## src/chlt_pkg.sv

```systemverilog
// Purpose: Shared constants and types of the charger limit and timing register group
// Assumes: SMBus command codes select the registers; word data is 16 bits
// Notes:   Voltage codes are 8 mV per step, threshold codes 128 mA per step
`default_nettype none
package chlt_pkg;

   // ------------------------------------------------------------
   // Command codes
   // ------------------------------------------------------------
   localparam logic [7:0]  CMD_UPPER_V    = 8'h15;
   localparam logic [7:0]  CMD_DURATIONS  = 8'h38;
   localparam logic [7:0]  CMD_LOWER_V    = 8'h3E;
   localparam logic [7:0]  CMD_ALERT_THR  = 8'h47;

   // ------------------------------------------------------------
   // Field positions and limits
   // ------------------------------------------------------------
   localparam int          VOLT_LSB_POS   = 3;
   localparam int          VOLT_MSB_POS   = 13;
   localparam logic [10:0] VOLT_MAX_CODE  = 11'h6C0;   // 13824 mV
   localparam int          THR_LSB_POS    = 7;
   localparam int          THR_MSB_POS    = 12;
   localparam logic [5:0]  THR_MAX_CODE   = 6'h32;     // 6400 mA
   localparam int          DUR1_LSB_POS   = 0;
   localparam int          DUR1_MSB_POS   = 2;
   localparam int          DUR2_LSB_POS   = 8;
   localparam int          DUR2_MSB_POS   = 10;
   localparam int          CTL_DEB_LSB    = 9;
   localparam int          CTL_DEB_MSB    = 10;
   localparam int          CTL_HOLD_LSB   = 6;
   localparam int          CTL_HOLD_MSB   = 8;
   localparam int          BYTE_BITS      = 8;
   localparam logic [3:0]  ACK_SLOT       = 4'h8;
   localparam logic [3:0]  ACK_DONE       = 4'h9;

   // ------------------------------------------------------------
   // Values after reset
   // ------------------------------------------------------------
   localparam logic [15:0] RST_UPPER_V    = 16'h0000;
   localparam logic [15:0] RST_LOWER_V    = 16'h0000;
   localparam logic [15:0] RST_DURATIONS  = 16'h0000;
   localparam logic [15:0] RST_ALERT_THR  = 16'h0C00;

   // ------------------------------------------------------------
   // Duration decode, in microseconds
   // ------------------------------------------------------------
   localparam logic [14:0] FIRST_US [0:7] = '{15'h2710, 15'h4E20, 15'h3A98, 15'h1388,
                                              15'h03E8, 15'h01F4, 15'h0064, 15'h0000};
   localparam logic [14:0] SECOND_US [0:7] = '{15'h000A, 15'h0064, 15'h01F4, 15'h03E8,
                                               15'h012C, 15'h02EE, 15'h07D0, 15'h2710};

   // ------------------------------------------------------------
   // Types
   // ------------------------------------------------------------
   typedef enum logic [2:0] {
      ST_IDLE = 3'h0,
      ST_ADDR = 3'h1,
      ST_CMD  = 3'h3,
      ST_WLO  = 3'h2,
      ST_WHI  = 3'h6,
      ST_RLO  = 3'h7,
      ST_RHI  = 3'h5,
      ST_IGN  = 3'h4
   } chlt_st_t;

   typedef struct packed {
      chlt_st_t    st;
      logic [3:0]  cnt;
      logic [7:0]  shift;
      logic [7:0]  tx;
      logic [7:0]  cmd;
      logic [7:0]  lo;
      logic        mack;
      logic        scl_q;
      logic        sda_q;
      logic        sda_oe;
      logic        sda_out;
      logic [15:0] upper;
      logic [15:0] lower;
      logic [15:0] dur;
      logic [15:0] thr;
      logic [14:0] first_us;
      logic [14:0] second_us;
      logic [10:0] reg_target;
      logic        below_lower;
      logic        trickle;
      logic [23:0] deb_cnt;
      logic [23:0] hold_cnt;
      logic        alert_oe;
      logic        alert_out;
   } chlt_state_t;

endpackage
`default_nettype wire

```

## src/chlt_regs.sv

```systemverilog
// Purpose: SMBus word registers for system voltage limits, limit durations and
//          the adapter overcurrent alert, with the alert timing itself
// Assumes: All inputs synchronous to ref_clk_i; current and voltage codes scaled as the registers
// Notes:   Open-drain data pin is split into level, output and enable; the alert pin into output and enable
`default_nettype none
`timescale 1ns/1ps
module chlt_regs #(
   parameter logic [6:0] DEV_ADDR     = 7'h2A,   // Arbitrary bus address
   parameter int         DEB_STEP_CYC = 1000,    // Debounce step per select value
   parameter int         HOLD_STEP_CYC = 100000  // Minimum-hold step per select value
) (
   // Clock and reset
   input  wire logic        ref_clk_i,
   input  wire logic        nrst_i,
   // SMBus pins
   input  wire logic        scl_i,
   input  wire logic        sda_i,
   output logic             sda_o,
   output logic             sda_oe_o,
   // Sensed values and charger state
   input  wire logic [15:0] adapter_current_i,
   input  wire logic [10:0] battery_voltage_i,
   input  wire logic        battery_present_i,
   input  wire logic        charging_i,
   input  wire logic [15:0] second_control_register_i,
   // Decoded settings
   output logic [14:0]      first_level_duration_us_o,
   output logic [14:0]      second_level_duration_us_o,
   output logic [10:0]      charge_voltage_limit_o,
   output logic [10:0]      sys_regulation_target_o,
   output logic             below_lower_o,
   output logic             trickle_mode_o,
   // Alert open-drain pin
   output logic             hot_alert_o,
   output logic             hot_alert_oe_o
);

   // ------------------------------------------------------------
   // Elaboration checks
   // ------------------------------------------------------------
   if (DEB_STEP_CYC < 1 || DEB_STEP_CYC * 4 > 16777215) begin : g_deb_chk
      $error("DEB_STEP_CYC out of range");
   end
   if (HOLD_STEP_CYC < 1 || HOLD_STEP_CYC * 8 > 16777215) begin : g_hold_chk
      $error("HOLD_STEP_CYC out of range");
   end

   // ------------------------------------------------------------
   // Helpers
   // ------------------------------------------------------------
   function automatic logic [15:0] volt_word(input logic [15:0] w);
      logic [10:0] f;
      f = w[chlt_pkg::VOLT_MSB_POS:chlt_pkg::VOLT_LSB_POS];
      if (f > chlt_pkg::VOLT_MAX_CODE) begin
         f = chlt_pkg::VOLT_MAX_CODE;
      end
      return {2'h0, f, 3'h0};
   endfunction

   function automatic logic [15:0] thr_word(input logic [15:0] w);
      logic [5:0] f;
      f = w[chlt_pkg::THR_MSB_POS:chlt_pkg::THR_LSB_POS];
      if (f > chlt_pkg::THR_MAX_CODE) begin
         f = chlt_pkg::THR_MAX_CODE;
      end
      return {3'h0, f, 7'h00};
   endfunction

   function automatic logic [15:0] dur_word(input logic [15:0] w);
      return {5'h00, w[chlt_pkg::DUR2_MSB_POS:chlt_pkg::DUR2_LSB_POS],
              5'h00, w[chlt_pkg::DUR1_MSB_POS:chlt_pkg::DUR1_LSB_POS]};
   endfunction

   chlt_pkg::chlt_state_t s_r;
   chlt_pkg::chlt_state_t s_nxt;

   logic        scl_rise;
   logic        scl_fall;
   logic        bus_start;
   logic        bus_stop;
   logic        tx_state;
   logic        wr_en;
   logic [15:0] wr_word;
   logic [15:0] rd_word;
   logic        over_now;
   logic        below_now;
   logic [10:0] upper_code;
   logic [10:0] lower_code;
   logic [1:0]  deb_sel;
   logic [2:0]  hold_sel;
   logic [23:0] deb_target;
   logic [23:0] hold_target;

   // ------------------------------------------------------------
   // Bus events and read mux
   // ------------------------------------------------------------
   always_comb begin
      scl_rise  = scl_i & ~s_r.scl_q;
      scl_fall  = ~scl_i & s_r.scl_q;
      bus_start = scl_i & s_r.scl_q & s_r.sda_q & ~sda_i;
      bus_stop  = scl_i & s_r.scl_q & ~s_r.sda_q & sda_i;
      tx_state  = (s_r.st == chlt_pkg::ST_RLO) || (s_r.st == chlt_pkg::ST_RHI);
      wr_word   = {s_r.shift, s_r.lo};
      wr_en     = ~bus_start & ~bus_stop & scl_fall & (s_r.st == chlt_pkg::ST_WHI)
                  & (s_r.cnt == chlt_pkg::ACK_DONE);
      if (s_r.cmd == chlt_pkg::CMD_UPPER_V) begin
         rd_word = s_r.upper;
      end else if (s_r.cmd == chlt_pkg::CMD_DURATIONS) begin
         rd_word = s_r.dur;
      end else if (s_r.cmd == chlt_pkg::CMD_LOWER_V) begin
         rd_word = s_r.lower;
      end else if (s_r.cmd == chlt_pkg::CMD_ALERT_THR) begin
         rd_word = s_r.thr;
      end else begin
         rd_word = 16'h0000;
      end
      upper_code  = s_r.upper[chlt_pkg::VOLT_MSB_POS:chlt_pkg::VOLT_LSB_POS];
      lower_code  = s_r.lower[chlt_pkg::VOLT_MSB_POS:chlt_pkg::VOLT_LSB_POS];
      below_now   = battery_voltage_i < lower_code;
      over_now    = adapter_current_i > s_r.thr;
      deb_sel     = second_control_register_i[chlt_pkg::CTL_DEB_MSB:chlt_pkg::CTL_DEB_LSB];
      hold_sel    = second_control_register_i[chlt_pkg::CTL_HOLD_MSB:chlt_pkg::CTL_HOLD_LSB];
      deb_target  = 24'((int'(deb_sel) + 1) * DEB_STEP_CYC);
      hold_target = 24'((int'(hold_sel) + 1) * HOLD_STEP_CYC);
   end

   // ------------------------------------------------------------
   // Next state
   // ------------------------------------------------------------
   always_comb begin
      s_nxt         = s_r;
      s_nxt.scl_q   = scl_i;
      s_nxt.sda_q   = sda_i;
      s_nxt.sda_out = 1'b0;
      s_nxt.alert_out = 1'b0;
      // Start and stop win over bit traffic so a lost host can always resync
      if (bus_start) begin
         s_nxt.st     = chlt_pkg::ST_ADDR;
         s_nxt.cnt    = 4'h0;
         s_nxt.sda_oe = 1'b0;
      end else if (bus_stop) begin
         s_nxt.st     = chlt_pkg::ST_IDLE;
         s_nxt.cnt    = 4'h0;
         s_nxt.sda_oe = 1'b0;
      end else if (s_r.st != chlt_pkg::ST_IDLE && s_r.st != chlt_pkg::ST_IGN) begin
         if (scl_rise) begin
            if (s_r.cnt < chlt_pkg::ACK_SLOT) begin
               s_nxt.shift = {s_r.shift[6:0], sda_i};
               s_nxt.cnt   = s_r.cnt + 4'h1;
            end else if (s_r.cnt == chlt_pkg::ACK_DONE) begin
               s_nxt.mack = ~sda_i;
            end
         end else if (scl_fall) begin
            if (s_r.cnt < chlt_pkg::ACK_SLOT) begin
               if (tx_state) begin
                  s_nxt.sda_oe = ~s_r.tx[~s_r.cnt[2:0]];
               end
            end else if (s_r.cnt == chlt_pkg::ACK_SLOT) begin
               s_nxt.cnt = chlt_pkg::ACK_DONE;
               if (tx_state) begin
                  s_nxt.sda_oe = 1'b0;
               end else if (s_r.st == chlt_pkg::ST_ADDR && s_r.shift[7:1] != DEV_ADDR) begin
                  s_nxt.st     = chlt_pkg::ST_IGN;
                  s_nxt.sda_oe = 1'b0;
               end else begin
                  s_nxt.sda_oe = 1'b1;
               end
            end else begin
               s_nxt.cnt    = 4'h0;
               s_nxt.sda_oe = 1'b0;
               case (s_r.st)
                  chlt_pkg::ST_ADDR: begin
                     if (s_r.shift[0]) begin
                        s_nxt.st     = chlt_pkg::ST_RLO;
                        s_nxt.tx     = rd_word[7:0];
                        s_nxt.sda_oe = ~rd_word[7];
                     end else begin
                        s_nxt.st = chlt_pkg::ST_CMD;
                     end
                  end
                  chlt_pkg::ST_CMD: begin
                     s_nxt.cmd = s_r.shift;
                     s_nxt.st  = chlt_pkg::ST_WLO;
                  end
                  chlt_pkg::ST_WLO: begin
                     s_nxt.lo = s_r.shift;
                     s_nxt.st = chlt_pkg::ST_WHI;
                  end
                  chlt_pkg::ST_RLO: begin
                     if (s_r.mack) begin
                        s_nxt.st     = chlt_pkg::ST_RHI;
                        s_nxt.tx     = rd_word[15:8];
                        s_nxt.sda_oe = ~rd_word[15];
                     end else begin
                        s_nxt.st = chlt_pkg::ST_IGN;
                     end
                  end
                  default: begin
                     s_nxt.st = chlt_pkg::ST_IGN;
                  end
               endcase
            end
         end
      end
      // Register commit after the high byte is acknowledged
      if (wr_en) begin
         if (s_r.cmd == chlt_pkg::CMD_UPPER_V) begin
            s_nxt.upper = volt_word(wr_word);
         end else if (s_r.cmd == chlt_pkg::CMD_DURATIONS) begin
            s_nxt.dur = dur_word(wr_word);
         end else if (s_r.cmd == chlt_pkg::CMD_LOWER_V) begin
            s_nxt.lower = volt_word(wr_word);
         end else if (s_r.cmd == chlt_pkg::CMD_ALERT_THR) begin
            s_nxt.thr = thr_word(wr_word);
         end
      end
      // Decoded settings
      s_nxt.first_us    = chlt_pkg::FIRST_US[s_r.dur[chlt_pkg::DUR1_MSB_POS:chlt_pkg::DUR1_LSB_POS]];
      s_nxt.second_us   = chlt_pkg::SECOND_US[s_r.dur[chlt_pkg::DUR2_MSB_POS:chlt_pkg::DUR2_LSB_POS]];
      s_nxt.below_lower = below_now;
      s_nxt.trickle     = battery_present_i & charging_i & below_now;
      s_nxt.reg_target  = s_nxt.trickle ? lower_code : upper_code;
      // Alert: debounce, then hold for the minimum time even if current drops
      if (s_r.alert_oe) begin
         s_nxt.deb_cnt = 24'h000000;
         if (s_r.hold_cnt != 24'h000000) begin
            s_nxt.hold_cnt = s_r.hold_cnt - 24'h000001;
         end else if (!over_now) begin
            s_nxt.alert_oe = 1'b0;
         end
      end else if (over_now) begin
         if (s_r.deb_cnt + 24'h000001 >= deb_target) begin
            s_nxt.alert_oe = 1'b1;
            s_nxt.hold_cnt = hold_target - 24'h000001;
            s_nxt.deb_cnt  = 24'h000000;
         end else begin
            s_nxt.deb_cnt = s_r.deb_cnt + 24'h000001;
         end
      end else begin
         s_nxt.deb_cnt = 24'h000000;
      end
   end

   // ------------------------------------------------------------
   // State register
   // ------------------------------------------------------------
   always_ff @(posedge ref_clk_i) begin
      if (!nrst_i) begin
         s_r       <= '0;
         s_r.st    <= chlt_pkg::ST_IDLE;
         s_r.scl_q <= 1'b1;
         s_r.sda_q <= 1'b1;
         s_r.upper <= chlt_pkg::RST_UPPER_V;
         s_r.lower <= chlt_pkg::RST_LOWER_V;
         s_r.dur   <= chlt_pkg::RST_DURATIONS;
         s_r.thr   <= chlt_pkg::RST_ALERT_THR;
         s_r.first_us  <= chlt_pkg::FIRST_US[0];
         s_r.second_us <= chlt_pkg::SECOND_US[0];
      end else begin
         s_r <= s_nxt;
      end
   end

   assign sda_o                      = s_r.sda_out;
   assign sda_oe_o                   = s_r.sda_oe;
   assign first_level_duration_us_o  = s_r.first_us;
   assign second_level_duration_us_o = s_r.second_us;
   assign charge_voltage_limit_o     = upper_code;
   assign sys_regulation_target_o    = s_r.reg_target;
   assign below_lower_o              = s_r.below_lower;
   assign trickle_mode_o             = s_r.trickle;
   assign hot_alert_o                = s_r.alert_out;
   assign hot_alert_oe_o             = s_r.alert_oe;
endmodule
`default_nettype wire

```

## config.mk

```make
export PLATFORM = sky130hd
export DESIGN_NAME = chlt_regs
export DESIGN_NICKNAME = d
export VERILOG_FILES = /design/src/chlt_pkg.sv /design/src/chlt_regs.sv
export SDC_FILE = /design/constraint.sdc
export NUM_CORES = 1
export LEC_CHECK = 0
export ABC_AREA = 1
export BUFFER_PORTS_ARGS = -buffer_cell sky130_fd_sc_hd__clkbuf_2
export CORE_ASPECT_RATIO = 1.25
export CORE_UTILIZATION = 54
export DETAILED_ROUTE_END_ITERATION = 8
export GPL_TIMING_DRIVEN = 0
export PLACE_DENSITY_LB_ADDON = 0.05
export SYNTH_ARGS = -nofsm -noshare
export SYNTH_HDL_FRONTEND = slang
export SYNTH_SLANG_ARGS = --single-unit
```

## constraint.sdc

```tcl
create_clock -name ref_clk_i -period 3.9 [get_ports ref_clk_i]
set_input_delay 0.78 -clock ref_clk_i [delete_from_list [all_inputs] [get_ports ref_clk_i]]
set_output_delay 0.78 -clock ref_clk_i [all_outputs]
set_load 0.01 [all_outputs]
```

### After elaboration in Yosys (flattened, before gate mapping)

Memories as Yosys holds them, arrays and structs flattened. A register that Yosys moved wholly into a read port is not among the register bits.
Index checks and enable logic that the tools add are counted.

| storage, ports and cells | value |
|---|---|
| flip-flop bits (word level) | 141 |
| ROM bits | 240 |
| input port bits | 49 |
| output and inout bits | 58 |
| word-level logic and storage cells | 178 |
| memories | 2 |

| cells by class | value |
|---|---|
| $add $sub $neg | 6 |
| $mul | 2 |
| $lt $le $gt $ge | 7 |
| equality and inequality tests | 26 |
| muxes and demuxes | 50 |
| bitwise gates (word level) | 33 |
| reductions and logical operators | 29 |

Memory list:

| name | depth | bits a word | rd ports | clocked after Yosys merged registers in | wr ports | RTL line | source |
|---|---|---|---|---|---|---|---|
| (name not given) | 8 | 15 | 1 | 1 | 0 | chlt_regs.sv:219 | `s_nxt.second_us = chlt_pkg::SECOND_US[s_r.dur[chlt_pkg::DUR2_MSB_POS:chlt_pkg::DUR2_LSB_POS]];` |
| (name not given) | 8 | 15 | 1 | 1 | 0 | chlt_regs.sv:218 | `s_nxt.first_us = chlt_pkg::FIRST_US[s_r.dur[chlt_pkg::DUR1_MSB_POS:chlt_pkg::DUR1_LSB_POS]];` |

Operator list:

| kind | number |
|---|---|
| $mux W24 | 5 |
| $mux W25 | 3 |
| $mux W14 | 3 |
| $mux W8 | 5 |
| $mux W38 | 1 |
| $add A24 B1 Y24 const B | 1 |
| $ge A24 B13 Y1 | 1 |
| $reduce_bool A24 Y1 | 1 |
| $sub A24 B1 Y24 const B | 1 |
| $mux W11 | 2 |
| $sub A21 B1 Y22 const B | 1 |
| $mux W5 | 4 |
| $reduce_and A6 Y1 | 3 |
| $eq A8 B6 Y1 const B | 2 |
| $gt A16 B13 Y1 | 1 |
| $mul A4 B12 Y16 const B | 1 |
| $not A1 Y1 | 16 |
| $pmux W8 S2 | 1 |
| $reduce_and A8 Y1 | 2 |
| $mux W1 | 15 |
| $and A1 B1 Y1 | 13 |
| $mux W13 | 1 |
| $mux W12 | 1 |
| $pmux W3 S4 | 1 |
| 43 further kinds | 68 |

### Logic depth before layout (Yosys ltp)

Gate-level depths: netlist of run 1.

| logic depth | value |
|---|---|
| depth in word-level cells | 14 |
| gate-level depth with buffers | 25 |
| mapped depth without buffers | 25 |

### Worst setup path after synthesis of run 1

OpenSTA, ideal clock, no wires.

| timing | value |
|---|---|
| kind | input-to-reg |
| start | input port second_control_register_i[6] |
| end | register s_r[21] (netlist name) |
| arrival time | 3.814 ns |
| required time | 3.790 ns |
| path slack | -0.024 ns |
| stages on the path | 18 |
| cells stage by stage | buf_2 clkinv_1 ha_1 ha_1 ha_1 ha_1 xnor2_1 nand2_1 nor3_1 nand4_1 nor2_1 nand4_1 nand2_1 inv_1 nand2_1 nand3_1 nand2_1 inv_1 |

| on the way | value |
|---|---|
| longest elaborated chain between the ends | 6 |

Ends and longest elaborated chain:

| what | RTL line | source |
|---|---|---|
| start, declared | chlt_regs.sv:25 | `input wire logic [15:0] second_control_register_i,` |
| $add A3 B1 Y4 | chlt_regs.sv:124 | `hold_target = 24'((int'(hold_sel) + 1) * HOLD_STEP_CYC);` |
| $mul A4 B12 Y16 | chlt_regs.sv:124 |  |
| $sub A21 B1 Y22 | chlt_regs.sv:234 | `s_nxt.hold_cnt = hold_target - 24'h000001;` |
| $mux W25 | chlt_regs.sv:232 | `if (s_r.deb_cnt + 24'h000001 >= deb_target) begin` |
| $mux W25 | chlt_regs.sv:231 | `end else if (over_now) begin` |
| $mux W25 | chlt_regs.sv:224 | `if (s_r.alert_oe) begin` |
| end signal, assigned | chlt_regs.sv:260 | `s_r <= s_nxt;` |
| end, declared | chlt_regs.sv:74 | `chlt_pkg::chlt_state_t s_r;` |

No other way between the ends. The select of a mux whose other input is x is not followed.
A chain may end at the register's enable or synchronous reset.

### Worst setup path in the final report of run 1

Same ends and word-level chain as after synthesis.

==> results of run 1 <==
final timing paths:
kind / start / endpoint / slack (ps) / cells past startpoint
hold reg to reg: s_r[185]$_SDFFE_PN0P_ / s_r[185]$_SDFFE_PN0P_ / 470 / 2
setup reg to reg: s_r[28]$_SDFF_PP0_ / s_r[9]$_SDFFE_PN0P_ / 730 / 19
hold / removal: s_r[185]$_SDFFE_PN0P_ / s_r[185]$_SDFFE_PN0P_ / 470 / 2
setup / recovery: second_control_register_i[6] / s_r[21]$_SDFFE_PN0P_ / 180 / 20
state kept, by name, summed over array words and instances, names as in the netlist:
| signal | cells |
|---|---|
| lower_code | 11 |
| first_level_duration_us_o | 13 |
| s_r | 102 |
| sda_oe_o | 1 |
| trickle_mode_o | 1 |
| below_lower_o | 1 |
| hot_alert_oe_o | 1 |
| sys_regulation_target_o | 11 |
| charge_voltage_limit_o | 11 |
| second_level_duration_us_o | 11 |
worst register-to-register path, delay by kind of cell (launching register included):
kind / cells / cell delay (ps)
AOI/OAI and AO/OA: 4 / 510
buffers and inverters: 2 / 280
adders and majority gates: 1 / 270
DFF: 1 / 460
and+or+nand+nor: 12 / 1580
area by class of cell:
class,count,area share [%]
clock inverters,15,1.711
multi-input cells,1023,48.52
repair buffers,92,4.141
flip-flops and latches,163,28.42
inverters,180,5.906
well taps,228,2.484
plain buffers,93,5.111
clock buffers,17,3.705
power by group through the flow:
stage / logic [W] / registers, W / clock network, W
2_1_floorplan: 0.000423 / 0.00178 / 0
6_report: 0.000596 / 0.00175 / 0.00171
5_1_grt: 0.000678 / 0.00176 / 0.00181
4_1_cts: 0.000580 / 0.00175 / 0.00174
3_5_place_dp: 0.000568 / 0.00179 / 0
3_3_place_gp: 0.000558 / 0.00178 / 0
kinds of logic after synthesis:
logic type / synth area share, %
AOI/OAI and AO/OA: 15.11
xor gates and xnor gates: 2.726
adders and majority gates: 9.573
buffers and inverters: 12.69
DFF: 32.76
other: 0.03765
and+or+nand+nor: 27.10
routing by layer:
layer,global-route usage [%],wire [um],vias up
met2,53.26,13890,257
li1,-,-,4899
met5,0,0,-
met3,4.303,1080,64
met1,32.00,10710,4436
met4,14.00,1137,0
layout by cell type, fill, tap and decap left out, types with 4 or more instances in the layout:
cell type / instances
o21ai_0: 97
nand3_1: 84
inv_2: 5
nand4_1: 20
nand2_2: 7
xor2_1: 18
o221ai_1: 4
a31oi_1: 5
or2_2: 8
ha_1: 69
nor3_1: 27
xnor2_1: 9
o21ai_1: 6
clkbuf_2: 86
nand3b_1: 6
inv_8: 5
clkinv_8: 6
clkbuf_16: 17
buf_4: 63
o211ai_1: 6
a21oi_1: 123
clkbuf_1: 29
o22ai_1: 8
inv_1: 171
conb_1: 19
o21bai_1: 4
nor2_2: 7
nor2_1: 160
nor4_1: 7
dfxtp_1: 163
a211oi_1: 6
buf_2: 4
nand2_1: 283
repair_timing:
item,CTS,global route
pin swaps,0,4
setup endpoints to repair,7,37
gates resized for setup,6,14
buffers inserted,0,6
metrics by stage:
stage	hold WS, ps	util [%]	setup WS [ps]
detailed placement	462.1	59.36	-705.3
floorplan	443.9	-	103.8
global placement	456.9	59.36	-663.3
CTS	470.8	63.00	2.651
finish	470.7	63.44	178.7
global route	485.4	63.44	-37.40
==> metrics.md, run 1 <==
| Metric | Value |
|---|---|
| Fin crit share | 95.42% |
| Arrival @ worst endpoint | 4100 ps |
| Slew margin rel. | 31.72% |
| Sw frac | 30.87% |
| Outcome | complete, no violations |
| DP HPWL | 21.23 mm |
| Synth top area share | 32.76% |
| Max-slew violation count | 0 |
| Total gr overflow | 0 |
| Layout cell share with drive strength beyond 1 | 14.78% |
| Clk pwr share | 42.2% |
| Pwr dens | 353.4 mW/mm^2 |
| Placed Cells incl. Taps | 1774 |
| Post-synthesis sequential area ratio | 32.76% |
| Worst-Margin Slew | 1015 ps |
| Area grow syn2layout | 15.29% |
| Final hold vios | 0 |
| Global-route wire length before repair | 42.81 mm |
| Max Freq | 0.2687 GHz |
| Worst clock skew | 18.46 ps |
| Gp weighted congestion | 0.9413 |
| Synth cell types | 52 |
| Final Setup Violations | 0 |
| Max-cap violation count | 0 |
| Final Instance Area | 0.01148 mm^2 |
| Synth Instances | 1442 |
| Worst-case vdd ir drop | 0.3172 mV |
| Placed cell area | 0.01074 mm^2 |
| LEAKAGE | 5.351 nW |
| Int Pwr | 0.002805 W |
| Nets | 1694 |
| Initial Utilization | 55.03% |
| Critical Path RT | 4280 ps |
| Initial antenna violation count | 0 |
| Synth area leader | dfxtp_1 |
| WL final | 26.82 mm |
| Clk slew on worst S/H paths | 70 ps |
| CTS Hold Buffers Added | 0 |
| Combinational power share | 14.7% |
| Synth area leaders | dfxtp_1, nand2_1, ha_1 |
| Setup_tns | 0 ps |
| Critical Path, Cell by Cell | clkbuf_2 > clkbuf_4 > inv_4 > ha_1 > ha_1 > ha_1 > ha_1 > xnor2_2 > nand2_1 > nor3_4 > nand4_1 > inv_1 > nand4_1 > nand2_1 > nand2_1 > inv_1 > nand2_1 > nand3_1 > nand2_1 > inv_1 |
| Hold Path Class | reg -> reg |
| Max stage delay cell, worst path | ha_1 |
| Worst-Skew Late Latency | 440 ps |
| Most common cell in the netlist | nand2_1 |
| Root buffer cell | clkbuf_16 |
| Residual DRC count | 0 |
| Synth Register Bits | 163 |
| Number of global-route vias before repair | 9015 |
| Drt pass-1 iters | 5 |
| Max Root-Sink Buffers | 2 |
| CTS tree | done |
| Average wire per standard cell | 14.81 um |
| Worst Setup End Kind | flop |
| Vias per cell | 5.332 |
| Vias | 9656 |
| Switching power | 0.001252 W |
| Largest net degree at the start of global routing | 21 |
| Gr usage total | 29.05% |
| Top FF cell, synth | dfxtp_1 |
| Inserted Clock Buffers | 17 |
| Synth top cells by count | nand2_1, inv_1, dfxtp_1, nor2_1, a21oi_1 |
| First DRT Iteration DRCs | 511 |
| CP most frequent cell | nand2_1 |
| Clock tree sinks | 163 |
| Syn_area_per_cell | 6.907 um^2 |
| Synthesized area | 0.009960 mm^2 |
| Final ANT Viol Nets | 0 |
| EDFF count, synth | 0 |
| I/O pin cnt | 107 |
| Die Wd | 123.5 um |
| Kind of critical path | in -> reg |
| Multi-input gate area | 0.005572 mm^2 |
| Crit path max-delay family | adder cells |
| Ys async rst share | 0% |
| Htree depth | 4 |
| Layout Cells excl Fill | 1811 |
| Die Height | 153.8 um |
| Layout fillers | 1723 |
| Tmin final | 3721 ps |
| Core Region | 0.01810 mm^2 |
| IO Port Bufs | 86 |
| Worst Path Buf+Inv | 6 |
| Flop pwr share | 43.1% |
| Crit Path Max Fanout | 12 |
| Die Area | 0.01899 mm^2 |
| Antenna diodes | 0 |
| Pwr Total | 0.004058 W |
| Crit path largest cell delay | 380 ps |
| Synth warnings | 0 |
| FP Rows | 55 |
| Register area | 0.003263 mm^2 |
| CP startpoint kind | input port |
No activity file was read; power rests on OpenSTA's default activity.
==> run 2: changes to the inputs <==
--- a/config.mk
+++ b/config.mk
@@ -11,7 +11,7 @@
 export CORE_UTILIZATION = 54
 export DETAILED_ROUTE_END_ITERATION = 8
 export GPL_TIMING_DRIVEN = 0
-export PLACE_DENSITY_LB_ADDON = 0.05
+export PLACE_DENSITY_LB_ADDON = 0.3
 export SYNTH_ARGS = -nofsm -noshare
 export SYNTH_HDL_FRONTEND = slang
 export SYNTH_SLANG_ARGS = --single-unit
==> metrics.md, run 2 (synthesis gave the netlist of run 1 again) <==
| Metric | Value |
|---|---|
| Outcome | complete, no violations |
| Slew margin rel. | 39.53% (+7.8 points) |
| Drt pass-1 iters | 6 (+1) |
| Number of global-route vias before repair | 8988 (-0.30%) |
| Area grow syn2layout | 15.38% (about the same) |
| Worst-case vdd ir drop | 0.2965 mV (-6.5%) |
| Kind of critical path | in -> reg |
| FF-to-FF setup slack | 750 ps (+20 ps) |
| Vias | 9693 (+0.38%) |
| Total gr overflow | 0 (unchanged) |
| Worst Setup End Kind | flop |
| DP HPWL | 20.38 mm (-4.0%) |
| LEAKAGE | 5.349 nW (about the same) |
| Largest net degree at the start of global routing | 19 (-9.5%) |
| Hold Path Class | reg -> reg |
| Average wire per standard cell | 14.45 um (-2.5%) |
| Clk slew on worst S/H paths | 70 ps (about the same) |
| Initial Utilization | 55.03% (unchanged) |
| Max Root-Sink Buffers | 2 (unchanged) |
| Inserted Clock Buffers | 17 (unchanged) |
| CTS tree | done |
| Final Instance Area | 0.01149 mm^2 (about the same) |
| Clock tree sinks | 163 (unchanged) |
| Unrepaired setup endpoints after global routing | false |
| Vias per cell | 5.358 (+0.49%) |
| Largest Register | s_r |
| I/O pin cnt | 107 (unchanged) |
| Global-route wire length before repair | 42.03 mm (-1.8%) |
| Worst-Skew Late Latency | 440 ps (about the same) |
| Pwr dens | 353.1 mW/mm^2 (about the same) |
| Core Region | 0.01810 mm^2 (unchanged) |
| IO Port Bufs | 86 (unchanged) |
| Commonest cells after routing, fill and taps aside | nand2_1, inv_1, dfxtp_1 |
| Residual DRC count | 0 (unchanged) |
| Crit Path Max Fanout | 10 (-2) |
| Placed cell area | 0.01074 mm^2 (unchanged) |
| Root buffer cell | clkbuf_16 |
| Critical Path RT | 4190 ps (-90 ps) |
| CP startpoint kind | input port |
| Max-cap violation count | 0 (unchanged) |
| Antenna diodes | 0 (unchanged) |
| Initial antenna violation count | 0 (unchanged) |
| Register area | 0.003263 mm^2 (unchanged) |
| Gp weighted congestion | 0.9536 (+1.3%) |
| WL final | 26.14 mm (-2.6%) |
| Max-slew violation count | 0 (unchanged) |
| Nets | 1692 (-0.12%) |
| Die Height | 153.8 um (unchanged) |
| Die Area | 0.01899 mm^2 (unchanged) |
| Multi-input gate area | 0.005603 mm^2 (+0.56%) |
| Final Setup Violations | 0 (unchanged) |
| Fin crit share | 94.73% (-0.69 points) |
| Htree depth | 4 (unchanged) |
| FP Rows | 55 (unchanged) |
| Layout fillers | 1644 (-4.6%) |
| Gr usage total | 28.29% (-0.76 points) |
| CTS Hold Buffers Added | 0 (unchanged) |
| Tmin final | 3695 ps (-26.79 ps) |
| Arrival @ worst endpoint | 3990 ps (-110 ps) |
| Max Freq | 0.2707 GHz (+0.73%) |
| Post-Place Setup Slack | -680.4 ps (+24.95 ps) |
| Worst setup margin | 205.5 ps (+26.79 ps) |
| Worst-Margin Slew | 898.8 ps (-116.0 ps) |
| Max reg flops | 102 (unchanged) |
| Worst clock skew | 11.40 ps (-7.056 ps) |
| First DRT Iteration DRCs | 603 (+18%) |
| Worst hold start | s_r[185]$_SDFFE_PN0P_ |
| Reg-to-Reg Start | s_r[28]$_SDFF_PP0_ |
| Layout cell share with drive strength beyond 1 | 14.67% (-0.11 points) |
| Die Wd | 123.5 um (unchanged) |
| Crit. Startpoint | second_control_register_i[9] |
| Final ANT Viol Nets | 0 (unchanged) |
| Commonest non-fill, non-tap cell in the layout | nand2_1 |
| Final hold vios | 0 (unchanged) |
==> run 2: cell types whose count changed in the layout (fill, tap and decap cells not counted), moves of 2 or more <==
cell / delta
nand2_2: -2
a21oi_2: +2
inv_6: +2
clkinv_4: +2
inv_8: -2
clkinv_8: -2
a21oi_1: -2
buf_4: -2
==> run 2: power breakdown <==
group / internal, W / leakage [nW] / switching [W] / total, W
clock network: 0.000921 / 0.300 / 0.000792 / 0.00171
logic: 0.000222 / 3.73 / 0.000373 / 0.000595
registers: 0.00171 / 1.32 / 0.0000427 / 0.00175
==> run 2: cell type report <==
cell class                 count  area share [%]
buffer                        93           5.107
clock buffer                  17           3.702
clock inverter                15           1.622
inverter                     180           5.923
multi-input combinational   1023           48.76
sequential                   163           28.40
tap                          228           2.483
timing repair buffer          90           4.007
==> run 2: path summary, 6_finish.rpt <==
path              cells past startpoint                     to
setup / recovery                     21   s_r[13]$_SDFFE_PN0P_
hold / removal                        2  s_r[185]$_SDFFE_PN0P_
setup reg to reg                     20   s_r[13]$_SDFFE_PN0P_
hold reg to reg                       2  s_r[185]$_SDFFE_PN0P_
==> run 2: per-stage QoR <==
stage / hold WS [ps] / total power [W] / util, % / std cells / TNS [ps]
2_1_floorplan: 443.9 / 0.002198 / - / 1460 / 0
3_3_place_gp: 458.1 / 0.002334 / 59.36 / 1774 / -9159
3_5_place_dp: 461.9 / 0.002345 / 59.36 / 1774 / -11370
4_1_cts: 471.8 / 0.004039 / 62.92 / 1806 / 0
5_1_grt: 515.4 / 0.004229 / 63.49 / 1809 / 0
6_report: 470.9 / 0.004057 / 63.49 / 1809 / 0
==> run 2: worst max-delay path, stage by stage <==
cell and delay (ps):
clkbuf_2 150, inv_1 130, ha_1 360, xnor2_1 160, ha_2 210, inv_1 50, fa_1 370, xnor2_1 190
xor2_1 200, ha_1 270, nand2_1 60, o21ai_0 100, nand3_1 100, nand2_1 50, nor2_1 110, nand3_2 170
nand2_4 140, nand2_2 70, buf_4 170, nand2_1 80, a21oi_1 50
==> run 2: timing repair <==
item                       in CTS  in global routing
setup endpoints to repair       8                 22
pin swaps                       0                  6
gates resized for setup         6                 16
setup buffers                   0                  4
gates cloned                    0                  0
==> run 2: per-layer routing <==
layer | routed length (um) | vias to the layer above | track usage [%] | part of all wire [%]
met3 | 1288 | 78 | 4.933 | 4.9
met1 | 10610 | 4428 | 32.09 | 41
met5 | 0 | - | 0 | 0
met4 | 1253 | 0 | 14.69 | 4.8
met2 | 12980 | 275 | 49.77 | 50
li1 | - | 4912 | - | -
==> run 3: changes to the inputs <==
--- a/config.mk
+++ b/config.mk
@@ -11,7 +11,8 @@
 export CORE_UTILIZATION = 54
 export DETAILED_ROUTE_END_ITERATION = 8
 export GPL_TIMING_DRIVEN = 0
-export PLACE_DENSITY_LB_ADDON = 0.3
+export PLACE_DENSITY_LB_ADDON = 0.15
+export SLEW_MARGIN = 20
 export SYNTH_ARGS = -nofsm -noshare
 export SYNTH_HDL_FRONTEND = slang
 export SYNTH_SLANG_ARGS = --single-unit
==> metrics.md, run 3 (synthesis gave the netlist of run 1 again) <==
| Metric | Value |
|---|---|
| Worst Setup End Kind | flop |
| Initial antenna violation count | 0 (unchanged) |
| Largest Register | s_r |
| Final hold vios | 0 (unchanged) |
| I/O pin cnt | 107 (unchanged) |
| Final ANT Viol Nets | 0 (unchanged) |
| Drt pass-1 iters | 6 (unchanged) |
| FF-to-FF setup slack | 780 ps (+30 ps) |
| Nets | 1690 (-0.12%) |
| Worst-case reg-to-reg path depth | 20 (unchanged) |
| Average wire per standard cell | 14.46 um (about the same) |
| Total gr overflow | 0 (unchanged) |
| IO Port Bufs | 86 (unchanged) |
| Die Area | 0.01899 mm^2 (unchanged) |
| WHS | 468.6 ps (-2.359 ps) |
| DP HPWL | 20.51 mm (+0.66%) |
| Initial Utilization | 55.03% (unchanged) |
| Critical Path RT | 4270 ps (+80 ps) |
| Inserted Clock Buffers | 17 (unchanged) |
| Multi-input gate area | 0.005607 mm^2 (about the same) |
| Gr usage total | 28.20% (-0.094 points) |
| FP Rows | 55 (unchanged) |
| Max-cap violation count | 0 (unchanged) |
| Gp weighted congestion | 0.9395 (-1.5%) |
| Slew margin rel. | 38.19% (-1.3 points) |
| Max-slew violation count | 0 (unchanged) |
| Commonest cells after routing, fill and taps aside | nand2_1, inv_1, dfxtp_1 |
| Clock tree sinks | 163 (unchanged) |
| Reg-to-Reg Start | s_r[28]$_SDFF_PP0_ |
| Fin crit share | 92.48% (-2.2 points) |
| Outcome | complete, no violations |
| Crit Path Max Fanout | 12 (+2) |
| Die Height | 153.8 um (unchanged) |
| Layout cell share with drive strength beyond 1 | 14.69% (+0.019 points) |
| Layout fillers | 1711 (+4.1%) |
| Register area | 0.003263 mm^2 (unchanged) |
| Worst hold start | sda_oe_o$_SDFFE_PP0P_ |
| Area grow syn2layout | 15.23% |
| Die Wd | 123.5 um (unchanged) |
| Max reg flops | 102 (unchanged) |
| Vias per cell | 5.281 (-1.4%) |
| Worst-case vdd ir drop | 0.2973 mV (+0.30%) |
| CP startpoint kind | input port |
| Pwr dens | 350.1 mW/mm^2 (-0.83%) |
| Clk slew on worst S/H paths | 70 ps (about the same) |
| CTS tree | done |
| Root buffer cell | clkbuf_16 |
| Worst clock skew | 20.54 ps (+9.138 ps) |
| Htree depth | 4 (unchanged) |
| Kind of critical path | in -> reg |
| RR Endpoint | s_r[7]$_SDFFE_PN0P_ |
| Commonest non-fill, non-tap cell in the layout | nand2_1 |
| Worst Hold Depth | 2 (unchanged) |
| Unrepaired setup endpoints after global routing | false |
| Max Root-Sink Buffers | 2 (unchanged) |
| Hold Path Class | reg -> reg |
| First DRT Iteration DRCs | 407 (-33%) |
| Antenna diodes | 0 (unchanged) |
| Worst-Skew Late Latency | 440 ps (about the same) |
| Worst-Margin Slew | 918.7 ps (+19.83 ps) |
| WL final | 26.13 mm (about the same) |
| Residual DRC count | 0 (unchanged) |
| Tmin final | 3607 ps (-87.61 ps) |
| Number of global-route vias before repair | 8921 (-0.75%) |
| Vias | 9543 (-1.5%) |
| Max Freq | 0.2772 GHz (+2.4%) |
| Final Instance Area | 0.01148 mm^2 (-0.13%) |
| Hold EP | sda_oe_o$_SDFFE_PP0P_ |
| Global-route wire length before repair | 41.72 mm (-0.75%) |
| Placed cell area | 0.01074 mm^2 (unchanged) |
| LEAKAGE | 5.327 nW (-0.40%) |
| Core Region | 0.01810 mm^2 (unchanged) |
| Largest net degree at the start of global routing | 20 (+1) |
| Final Setup Violations | 0 (unchanged) |
| Arrival @ worst endpoint | 3970 ps (-20 ps) |
==> run 3: cell type report <==
| cell class | count | share of cell area, % |
|---|---|---|
| multi-input cells | 1023 | 48.86 |
| flip-flops and latches | 163 | 28.43 |
| inverters | 180 | 5.931 |
| plain buffers | 93 | 5.146 |
| repair buffers | 88 | 3.881 |
| clock buffers | 17 | 3.707 |
| well taps | 228 | 2.486 |
| clock inverters | 15 | 1.559 |
==> run 3: power by group <==
group / total [W] / internal, W / switching, W / leakage, nW
clock: 0.00167 / 0.000867 / 0.000807 / 0.288
combinational: 0.000597 / 0.000221 / 0.000376 / 3.72
sequential: 0.00175 / 0.00171 / 0.0000422 / 1.32
==> run 3: per-stage QoR <==
step	TNS [ps]	utilization [%]	total power [W]	cells	worst slack [ps]
after floorplan	0	-	0.002198	1460	103.8
after global placement	-9472	59.36	0.002340	1774	-608.7
after detailed placement	-11980	59.36	0.002349	1774	-674.7
after CTS	0	62.86	0.004020	1806	32.60
after global routing	0	63.41	0.004203	1807	3.551
final	0	63.41	0.004018	1807	293.1
==> run 3: critical path, cell delays in order <==
cell and delay (ps):
clkbuf_2 90, clkbuf_4 200, clkinv_4 140, ha_4 280
ha_1 300, ha_1 290, ha_2 340, xnor2_2 230
nand2_1 120, nor3_4 250, nand4_1 210, inv_1 110
nand4_1 200, nor3_4 290, nor2_1 60, nor2_1 90
==> run 3: routing by layer <==
metal	GRT usage [%]	vias up	wire length [um]
li1	-	4905	-
met2	50.41	252	13280
met1	31.30	4312	10600
met5	0	-	0
met4	15.61	0	1206
met3	4.266	74	1048
==> run 3: what timing repair did <==
action / CTS / global route
cloned: 0 / 0
buffers inserted: 0 / 2
pin swaps: 0 / 5
hold buffers: 0 / 0
resized for setup: 5 / 19
setup endpoints to repair: 8 / 33
==> run 3: how the worst max path moves through the flow <==
stage | from | end | slack [ps] | cells past startpoint
2_1_floorplan | second_control_register_i[6] | s_r[21]$_SDFFE_PN0P_ | 100 | 18
3_3_place_gp | second_control_register_i[6] | s_r[21]$_SDFFE_PN0P_ | -610 | 19
3_5_place_dp | second_control_register_i[6] | s_r[21]$_SDFFE_PN0P_ | -670 | 19
4_1_cts | second_control_register_i[7] | s_r[22]$_SDFFE_PN0P_ | 30 | 21
5_1_grt | second_control_register_i[7] | s_r[22]$_SDFFE_PN0P_ | 4 | 20
6_report | second_control_register_i[6] | s_r[23]$_SDFFE_PN0P_ | 290 | 16
